`src/core/add_datapath_consts.vh`:
```
// Opcodes, field positions, flag bit positions and address constants for the add datapath.
`ifndef ADD_DATAPATH_CONSTS_VH
`define ADD_DATAPATH_CONSTS_VH
`define OPC_ADD_LITERAL 8'h0F
`define OPC_ADD_FILE 6'h09
`define OPC_ADD_CARRY 6'h08
`define FLD_DEST_BIT 9
`define FLD_BANK_BIT 8
`define INDEXED_LIMIT 8'h5F
`define ACCESS_SPLIT 8'h60
`define SFR_BANK 4'hF
`define FLAG_C 0
`define FLAG_DC 1
`define FLAG_Z 2
`define FLAG_OV 3
`define FLAG_N 4
`endif

```
`src/core/add_instruction_datapath.v`:
```
// Four-phase execution datapath for the three add instructions.
//
// Summary of operation
// - Add-literal adds the 8-bit immediate to the accumulator, updating five flags.
// - Opcode 001001da adds accumulator and addressed memory byte, updating five flags.
// - Destination clear writes the accumulator; set writes the memory byte back.
// - Bank bit clear uses quick-access bank; set uses the bank select register.
// - Bank clear, extended set enabled, address up to 95 selects indexed offset.
// - Opcode 001000da adds accumulator, memory byte and carry, updating five flags.
// - Add-with-carry writes accumulator or memory byte per the destination bit.
`include "add_datapath_consts.vh"

module add_instruction_datapath #(
    parameter ADDR_WIDTH = 12
) (
    input wire MCLK,
    input wire RST,
    input wire INSTR_VALID,
    input wire [15:0] INSTR_WORD,
    input wire EXTENDED_EN,
    input wire [3:0] BANK_SELECT_REGISTER,
    input wire [ADDR_WIDTH-1:0] INDEX_BASE,
    input wire [7:0] MEM_RDATA,
    output wire INSTR_READY,
    output reg [ADDR_WIDTH-1:0] MEM_ADDR,
    output reg MEM_RD,
    output reg MEM_WR,
    output reg [7:0] MEM_WDATA,
    output reg [7:0] ACCUM,
    output reg [4:0] STATUS_FLAGS,
    output reg INSTR_DONE,
    output reg INSTR_ILLEGAL
);
    // Phase codes of the instruction cycle, one clock each.
    localparam [1:0] PH_DECODE = 2'b00;
    localparam [1:0] PH_READ = 2'b01;
    localparam [1:0] PH_COMPUTE = 2'b10;
    localparam [1:0] PH_WRITE = 2'b11;

    reg [1:0] phase;
    reg [1:0] next_phase;
    reg [15:0] instr;
    reg is_literal;
    reg use_carry;
    reg [7:0] operand;
    reg [ADDR_WIDTH-1:0] next_addr;
    wire [7:0] alu_sum;
    wire [4:0] alu_flags;
    wire carry_in;
    wire dest_file;
    wire bank_bit;
    wire [7:0] file_addr;
    wire offered;
    wire accept;
    wire indexed;
    wire write_accum;

    // Decode helpers, shared between the acceptance check and the word capture.
    function is_add_literal;
        input [15:0] w;
        begin
            is_add_literal = (w[15:8] == `OPC_ADD_LITERAL);
        end
    endfunction

    function is_add_carry;
        input [15:0] w;
        begin
            is_add_carry = (w[15:10] == `OPC_ADD_CARRY);
        end
    endfunction

    function is_add_file;
        input [15:0] w;
        begin
            is_add_file = (w[15:10] == `OPC_ADD_FILE) || is_add_carry(w);
        end
    endfunction

    // Zero-extends a 12-bit banked address to the width of the address bus.
    function [ADDR_WIDTH-1:0] widen;
        input [11:0] a;
        reg [ADDR_WIDTH+11:0] wide;
        begin
            wide = {{ADDR_WIDTH{1'b0}}, a};
            widen = wide[ADDR_WIDTH-1:0];
        end
    endfunction

    assign dest_file = instr[`FLD_DEST_BIT];
    assign bank_bit = instr[`FLD_BANK_BIT];
    assign file_addr = instr[7:0];
    assign carry_in = use_carry & STATUS_FLAGS[`FLAG_C];
    assign INSTR_READY = (phase == PH_DECODE);
    assign offered = INSTR_VALID && INSTR_READY;
    assign accept = offered && (is_add_literal(INSTR_WORD) || is_add_file(INSTR_WORD));
    // The extended set only reinterprets low quick-access addresses, never banked ones.
    assign indexed = !bank_bit && EXTENDED_EN && (file_addr <= `INDEXED_LIMIT);
    // Add-literal has no destination bit, so its sum always returns to the accumulator.
    assign write_accum = is_literal || !dest_file;

    add_alu u_alu (
        .a(ACCUM),
        .b(operand),
        .carry_in(carry_in),
        .sum(alu_sum),
        .flags(alu_flags)
    );

    // Effective address: indexed offset, quick-access bank halves, or the selected bank.
    always @* begin
        if (indexed) begin
            next_addr = INDEX_BASE + widen({4'h0, file_addr});
        end else if (!bank_bit && (file_addr < `ACCESS_SPLIT)) begin
            next_addr = widen({4'h0, file_addr});
        end else if (!bank_bit) begin
            next_addr = widen({`SFR_BANK, file_addr});
        end else begin
            next_addr = widen({BANK_SELECT_REGISTER, file_addr});
        end
    end

    // A taken add walks the four phases once and then returns to decode.
    always @* begin
        case (phase)
            PH_DECODE: begin
                if (accept) begin
                    next_phase = PH_READ;
                end else begin
                    next_phase = PH_DECODE;
                end
            end
            PH_READ: begin
                next_phase = PH_COMPUTE;
            end
            PH_COMPUTE: begin
                next_phase = PH_WRITE;
            end
            PH_WRITE: begin
                next_phase = PH_DECODE;
            end
            default: begin
                next_phase = PH_DECODE;
            end
        endcase
    end

    always @(posedge MCLK) begin
        if (RST) begin
            phase <= PH_DECODE;
        end else begin
            phase <= next_phase;
        end
    end

    // The word is latched only when taken, so a refused word leaves no trace.
    always @(posedge MCLK) begin
        if (RST) begin
            instr <= 16'h0000;
            is_literal <= 1'b0;
            use_carry <= 1'b0;
        end else if (accept) begin
            instr <= INSTR_WORD;
            is_literal <= is_add_literal(INSTR_WORD);
            use_carry <= is_add_carry(INSTR_WORD);
        end
    end

    always @(posedge MCLK) begin
        if (RST) begin
            operand <= 8'h00;
            MEM_ADDR <= {ADDR_WIDTH{1'b0}};
            MEM_RD <= 1'b0;
        end else begin
            MEM_RD <= 1'b0;
            if (phase == PH_READ) begin
                if (is_literal) begin
                    operand <= instr[7:0];
                end else begin
                    MEM_ADDR <= next_addr;
                    MEM_RD <= 1'b1;
                end
            end else if ((phase == PH_COMPUTE) && !is_literal) begin
                // Memory data arrive in the same clock as the read strobe.
                operand <= MEM_RDATA;
            end
        end
    end

    // Results land only in the write phase, so a following add-with-carry sees
    // the carry of the instruction before it.
    always @(posedge MCLK) begin
        if (RST) begin
            ACCUM <= 8'h00;
            STATUS_FLAGS <= 5'h00;
            MEM_WDATA <= 8'h00;
            MEM_WR <= 1'b0;
        end else begin
            MEM_WR <= 1'b0;
            if (phase == PH_WRITE) begin
                STATUS_FLAGS <= alu_flags;
                if (write_accum) begin
                    ACCUM <= alu_sum;
                end else begin
                    MEM_WDATA <= alu_sum;
                    MEM_WR <= 1'b1;
                end
            end
        end
    end

    always @(posedge MCLK) begin
        if (RST) begin
            INSTR_DONE <= 1'b0;
            INSTR_ILLEGAL <= 1'b0;
        end else begin
            INSTR_DONE <= (phase == PH_WRITE);
            // Other opcodes belong to other units and are flagged back.
            INSTR_ILLEGAL <= offered && !accept;
        end
    end
endmodule // add_instruction_datapath

```
`src/core/add_alu.v`:
```
// Eight-bit adder with carry-in that produces the five arithmetic flags.
`include "add_datapath_consts.vh"

module add_alu (
    input wire [7:0] a,
    input wire [7:0] b,
    input wire carry_in,
    output wire [7:0] sum,
    output wire [4:0] flags
);
    wire [8:0] full;
    wire [4:0] low;

    assign full = {1'b0, a} + {1'b0, b} + {8'h00, carry_in};
    assign low = {1'b0, a[3:0]} + {1'b0, b[3:0]} + {4'h0, carry_in};
    assign sum = full[7:0];
    assign flags[`FLAG_C] = full[8];
    assign flags[`FLAG_DC] = low[4];
    assign flags[`FLAG_Z] = (full[7:0] == 8'h00);
    assign flags[`FLAG_OV] = (a[7] == b[7]) && (full[7] != a[7]);
    assign flags[`FLAG_N] = full[7];
endmodule // add_alu

```
`config.mk`:
```
export PLATFORM = sky130hd
export DESIGN_NAME = add_instruction_datapath
export DESIGN_NICKNAME = d
export VERILOG_FILES = /design/src/core/add_instruction_datapath.v /design/src/core/add_alu.v
export VERILOG_INCLUDE_DIRS = /design/src /design/src/core
export SDC_FILE = /design/constraint.sdc
export NUM_CORES = 1
export LEC_CHECK = 0
export BUFFER_PORTS_ARGS = -buffer_cell sky130_fd_sc_hd__buf_2
export CORE_MARGIN = 2
export CORE_UTILIZATION = 35
export DETAILED_ROUTE_END_ITERATION = 8
export REMOVE_ABC_BUFFERS = 1
export SLEW_MARGIN = 20
export SYNTH_ARGS = -nofsm -noshare
export SYNTH_HDL_FRONTEND = slang
export SYNTH_HIERARCHICAL = 1
export SYNTH_SLANG_ARGS = --single-unit
```
`constraint.sdc`:
```
create_clock -name MCLK -period 3.55 [get_ports MCLK]
set_input_delay 0.355 -clock MCLK [delete_from_list [all_inputs] [get_ports MCLK]]
set_output_delay 0.355 -clock MCLK [all_outputs]
set_load 0.005 [all_outputs]
```
==> results.yml, run 1 <==
status:
  outcome: "finished clean"
flow_run:
  maxCapViolCount: 0
global_routing:
  antenna_found_initial: 0
  grt_pass1_vias: 2794
  grt_first_pass_wirelength_um: 13200
  grt.total_usage: 0.164
  overflow: 0
  grt_max_degree: 42
sta:
  maxSlewHeadroom: 0.455
  finalMaxSlewViolations: 0
  period_needed_ns: 2.56
  max_freq_mhz: 391
  final-setup-viol-count: 0
  finalHoldViolCount: 0
  finalSetupTns_ns: 0
  period_share: 0.721
  rsz0062_at_grt: "false"
  tightest_slew_ns: 0.817
  fin_skew_ns: 0.0124
floorplanning:
  die_w_um: 101
  rows: 35
  start_util: 0.359
  pin_count: 82
  core-area_um2: 9150
  fp.dieH_um: 101
  die_area_um2: 10200
setup_path:
  max_stage_delay_ns: 0.40
  cp-end-kind: "flop"
  cp-startpoint: "use_carry"
  crit_chain: "and2_1 -> inv_1 -> fa_1 -> inv_1 -> fa_1 -> a21o_1 -> a21oi_1 -> xor2_1 -> o211ai_1 -> a2111oi_2 -> mux2i_1 -> nor2_1"
  r2r_slack_ns: 0.99
  worstPathArrival_ns: 2.83
  cp.required_ns: 3.82
  critPathKind: "reg -> reg"
  crit_path_start_kind: "flop"
  worstPathMaxFanout: 2
  critPathSlowestCell: "fa_1"
  reg2reg_from: "use_carry"
clock_tree:
  path_clk_slew_ns: 0.07
  cts_made_buffers: 9
  cts_resized: 0
  cts_tree: "built"
  cts_root_buf: "clkbuf_8"
  cts.path.max_buffers: 2
  cts_hold_buf: 0
  cts.sinks: 59
  clkLatencyLatePin_ns: 0.34
  post_cts_buffers: 0
  cts_htree_levels: 3
drt:
  final_antenna_net_count: 0
  viasPerCell: 4.97
  drt-total-wl_um: 7980
  vias: 2854
  drtPass1Iterations: 6
  wl_per_cell_um: 13.9
  drcViolationCount: 0
  drt_iter0_drc: 96
finish:
  fin_nets: 525
  fill_cells: 921
  area_growth_pct: 21.7
  fin_cells: 574
  drive_above_1_share: 0.261
  n_antenna_cell: 0
synth:
  synth_cell_types: 54
  synth_edf_count: 0
  syn_inst: 382
  async_flop_share: 0
  syn_area_per_cell_um2: 8.59
  ys.flop_type: "dfxtp_1"
  yosysSeqAreaShare: 0.360
  yosys_warnings: 6
  postSynthRegisterBits: 59
  syn_area_um2: 3280
place:
  dp_cells: 558
  dpl.hpwl_um: 6040
  io_buffers: 81
  finalWeightedCongestion: 0.863
pwr:
  power_density_nw_per_um2: 376
  ir_drop_v: 0.000167
  p_leak_uw: 0.00185
worst_hold_path:
  hold_path.class: "in -> reg"
  hold_start: "INSTR_WORD[0]"
-- worst max-delay path, delay by kind of cell, from the launching register on --
family                     cells  cell delay [ns]
buffers and inverters          2             0.12
muxes                          1             0.11
xor gates and xnor gates       1             0.23
and+or+nand+nor                2             0.24
DFF                            1             0.31
AOI/OAI and AO/OA              4             0.91
adders and majority gates      2             0.58
-- metrics by stage --
step           hold WS (ns)  setup slack, ns  cell area (µm²)  power, µW  utilization
2_1_floorplan         0.424             1.24             3190        722            -
3_3_place_gp          0.439             1.13             3750        772        0.410
3_5_place_dp          0.447            0.999             3750        773        0.410
4_1_cts               0.240            0.981             4000       1520        0.437
5_1_grt               0.259            0.818             4000       1560        0.437
6_report              0.249            0.989             4000       1500        0.437
-- cell families after synthesis --
kind of cell | share of synthesized area
and+or+nand+nor | 0.207
AOI/OAI and AO/OA | 0.168
buffers and inverters | 0.0454
adders and majority gates | 0.0945
xor gates and xnor gates | 0.0214
DFF | 0.360
muxes | 0.104
-- routing by layer --
layer | up-vias | wire length (µm) | global-route usage
li1 | 1470 | - | -
met1 | 1311 | 3830 | 0.222
met2 | 60 | 3610 | 0.255
met3 | 13 | 373 | 0.0361
met4 | 0 | 167 | 0.0643
met5 | - | 0 | 0
-- layout by cell type, fill, tap and decap left out, types with 5 or more instances in the layout --
cell and n:
nand3_1 7, inv_1 15, nand2b_1 6, a21oi_1 32, dfxtp_1 59, o21ai_0 5, o211ai_1 6, clkbuf_8 13
a21oi_2 5, buf_2 81, nor3_1 7, nor2_1 60, a211oi_1 8, nor2b_1 6, xnor2_1 5, ha_1 20
nand2_1 36, mux2i_1 33
-- final cells by class --
class / count / area, µm² / area share
clock buffers: 13 / 179 / 0.0448
clock inverters: 3 / 67.6 / 0.0169
inverters: 15 / 56.3 / 0.0141
multi-input cells: 290 / 1950 / 0.489
flip-flops and latches: 59 / 1180 / 0.296
well taps: 111 / 139 / 0.0348
repair buffers: 83 / 420 / 0.105
-- registers in the layout, summed over array words and instances, names as in the netlist --
signal	count
MEM_WR	1
instr	10
MEM_ADDR	12
operand	8
MEM_RD	1
ACCUM	8
INSTR_ILLEGAL	1
use_carry	1
INSTR_DONE	1
phase	2
is_literal	1
STATUS_FLAGS	5
MEM_WDATA	8
-- report_power, final --
part           leakage (µW)  internal (µW)  switching, µW
sequential         0.000476            665           2.68
clock              0.000122            472            273
combinational       0.00126           38.8           50.8
total               0.00185           1180            326
-- final timing paths --
check	to	cells after the start
max	STATUS_FLAGS[2]	12
min	instr[0]	3
max reg2reg	STATUS_FLAGS[2]	12
min reg2reg	MEM_ADDR[6]	2
-- Yosys cell counts, types with 3 or more instances --
library cell / count / share of area
or3_1: 4 / 0.0076
fa_1: 3 / 0.018
o21ai_0: 5 / 0.0076
buf_2: 8 / 0.012
a31oi_1: 3 / 0.0057
a21oi_2: 5 / 0.013
nand3_1: 7 / 0.011
nand2b_1: 6 / 0.011
o21ai_2: 4 / 0.011
inv_1: 15 / 0.017
or2b_1: 3 / 0.0069
ha_1: 20 / 0.076
a211oi_1: 8 / 0.018
xor2_1: 3 / 0.0080
nand3b_1: 3 / 0.0069
mux2i_1: 33 / 0.10
nor2_1: 60 / 0.069
nand2_1: 36 / 0.041
clkbuf_1: 5 / 0.0057
dfxtp_1: 59 / 0.36
o211ai_1: 6 / 0.014
nor2b_1: 6 / 0.011
xnor2_1: 5 / 0.013
a21oi_1: 32 / 0.049
nor3_1: 7 / 0.011
No activity file was read; power rests on OpenSTA's default activity.
==> run 2: changes to the inputs <==
==> constraint.sdc (replaced) <==
create_clock -name MCLK -period 2.55 [get_ports MCLK]
set_input_delay 0.255 -clock MCLK [delete_from_list [all_inputs] [get_ports MCLK]]
set_output_delay 0.255 -clock MCLK [all_outputs]
set_load 0.005 [all_outputs]
==> run 2 against run 1 <==
Against the previous run:
- first-iteration DRC count up 9.4%
- sequential cell count unchanged
- utilization up 0.068 points
- sequential share of layout area about the same
- register-to-register slack worse by 0.84 ns
- clock power up 2%
- worst hold slack worse by 0.093 ns
- critical path type unchanged
- critical endpoint unchanged
- largest power group is now sequential cells
- highest routed layer unchanged
==> results.yml, run 2 (synthesized netlist as in run 1, its figures left out) <==
status:
  outcome: "finished clean"
setup_path:
  critPathKind: "reg -> reg"
  worstPathArrival_ns: 2.67
  critPathSlowestCell: "fa_1"
  crit_chain: "and2_1 -> inv_1 -> fa_2 -> inv_1 -> fa_1 -> a21o_1 -> a21oi_2 -> xor2_1 -> o211ai_1 -> a2111oi_2 -> mux2i_1 -> nor2_1"
  cp-end-kind: "flop"
  r2r_cells: 12
  worst-path-buf-inv: 2
  reg2reg_from: "STATUS_FLAGS[0]"
  worstPathMaxFanout: 3
  crit_path_start_kind: "flop"
  max_stage_delay_ns: 0.39
  cpMostUsedCell: "inv_1"
  r2r_slack_ns: 0.15
  cp-startpoint: "STATUS_FLAGS[0]"
  cp.required_ns: 2.83
  critPathTopFamily: "compound AO/OA/AOI/OAI gates"
  worst-path-stages: 12
  endpoint: "STATUS_FLAGS[2]"
  worstReg2RegEnd: "STATUS_FLAGS[2]"
clock_tree:
  cts.sinks: 59
  cts_htree_levels: 3
  clkLatencyLatePin_ns: 0.34
  cts.path.max_buffers: 2
  cts_root_buf: "clkbuf_8"
  path_clk_slew_ns: 0.07
  cts_made_buffers: 9
  cts_tree: "built"
global_routing:
  grt_use_met3: 0.0326
  met1_usage: 0.220
  top_usage_layer: "met2"
  antenna_found_initial: 0
  overflow: 0
  grt_first_pass_wirelength_um: 13000
  grt_max_degree: 44
  grt_pass1_vias: 2671
  gr-usage-met2: 0.239
  grt.total_usage: 0.160
floorplanning:
  die_w_um: 101
  fp.dieH_um: 101
  pin_count: 82
  die_area_um2: 10200
  start_util: 0.359
  core-area_um2: 9150
  rows: 35
sta:
  tightest_slew_ns: 0.650
  maxSlewHeadroom: 0.567
  rsz0062_at_grt: "true"
  final-setup-viol-count: 0
  finalHoldViolCount: 0
  period_needed_ns: 2.40
  fin_skew_ns: 0.00842
  finalMaxSlewViolations: 0
  timing.hold.ws_ns: 0.157
  max_freq_mhz: 417
  finalSetupTns_ns: 0
  period_share: 0.940
  fin_ws_ns: 0.153
drt:
  drcViolationCount: 0
  final_antenna_net_count: 0
  wl_per_cell_um: 14.2
  viasPerCell: 5.05
  vias: 2925
  drtPass1Iterations: 4
  drt_iter0_drc: 105
  drt-total-wl_um: 8230
pwr:
  p_leak_uw: 0.00187
  ir_drop_v: 0.000190
  power.switching_uw: 435
  p_seq_frac: 0.511
  finalPower_uw: 1820
  power_frac_clock: 0.419
  power.internal_uw: 1380
  switching_share: 0.239
  power_frac_comb: 0.069
  power_density_nw_per_um2: 455
place:
  io_buffers: 81
  finalWeightedCongestion: 0.873
  dpl.hpwl_um: 6090
  dp_cells: 562
  place_ws_ns: 0.0328
finish:
  reg.largest.list: "MEM_ADDR: 12 flops, instr: 10 flops"
  largest_reg_flops: 12
  top_register: "MEM_ADDR"
  final_common_cell: "buf_2"
  drive_above_1_share: 0.278
  n_antenna_cell: 0
  final_cell_mix: "buf_2 (81), nor2_1 (60), dfxtp_1 (58), nand2_1 (36), mux2i_1 (33)"
  fin_cells: 579
  area_growth_pct: 21.9
  fin_nets: 530
worst_hold_path:
  hold_path.class: "in -> reg"
flow_run:
  maxCapViolCount: 0
==> run 2: worst min path at each step <==
stage | slack [ns] | endpoint | from | depth (start not counted)
floorplan | 0.32 | MEM_ADDR[1] | RST | 1
global placement | 0.44 | MEM_ADDR[6] | MEM_ADDR[6] | 2
detailed placement | 0.44 | MEM_ADDR[1] | MEM_ADDR[1] | 2
CTS | 0.14 | instr[0] | INSTR_WORD[0] | 3
global route | 0.16 | instr[3] | INSTR_WORD[3] | 3
finish | 0.16 | instr[3] | INSTR_WORD[3] | 3
==> run 2: worst min-delay path, stage by stage <==
cell	delay (ns)
buf_2	0.11
nand2_1	0.05
a21oi_1	0.05
==> run 2: final cells by class <==
cell class	count	area, µm²
Fill cell	936	5150
Multi-Input combinational cell	290	1990
Sequential cell	59	1180
Timing Repair Buffer	88	458
Clock buffer	14	163
Tap cell	111	139
Inverter	15	56.3
Clock inverter	2	10.0
==> run 2: timing repair <==
action / 4_1_cts / 5_1_grt
hold buffers: 0 / 0
gates resized for setup: 0 / 9
buffers inserted: 0 / 1
setup endpoints to repair: 0 / 3
==> run 2: layer usage <==
| layer | share of wire | up-vias | wire [µm] |
|---|---|---|---|
| met3 | 0.051 | 10 | 423 |
| met5 | 0 | - | 0 |
| met1 | 0.47 | 1358 | 3880 |
| li1 | - | 1483 | - |
| met4 | 0.018 | 0 | 151 |
| met2 | 0.46 | 74 | 3770 |
==> run 2: per-stage QoR <==
step	utilization	instance area, µm²
final	0.437	4000
after global routing	0.437	4000
after CTS	0.432	3950
after detailed placement	0.413	3780
after global placement	0.413	3780
after floorplan	-	3190
==> run 2: power by group through the flow <==
stage	registers, µW	logic [µW]	clock network (µW)
floorplan	950	54.7	0
global placement	951	124	0
global route	930	140	828
detailed placement	951	125	0
CTS	930	126	790
finish	930	126	763
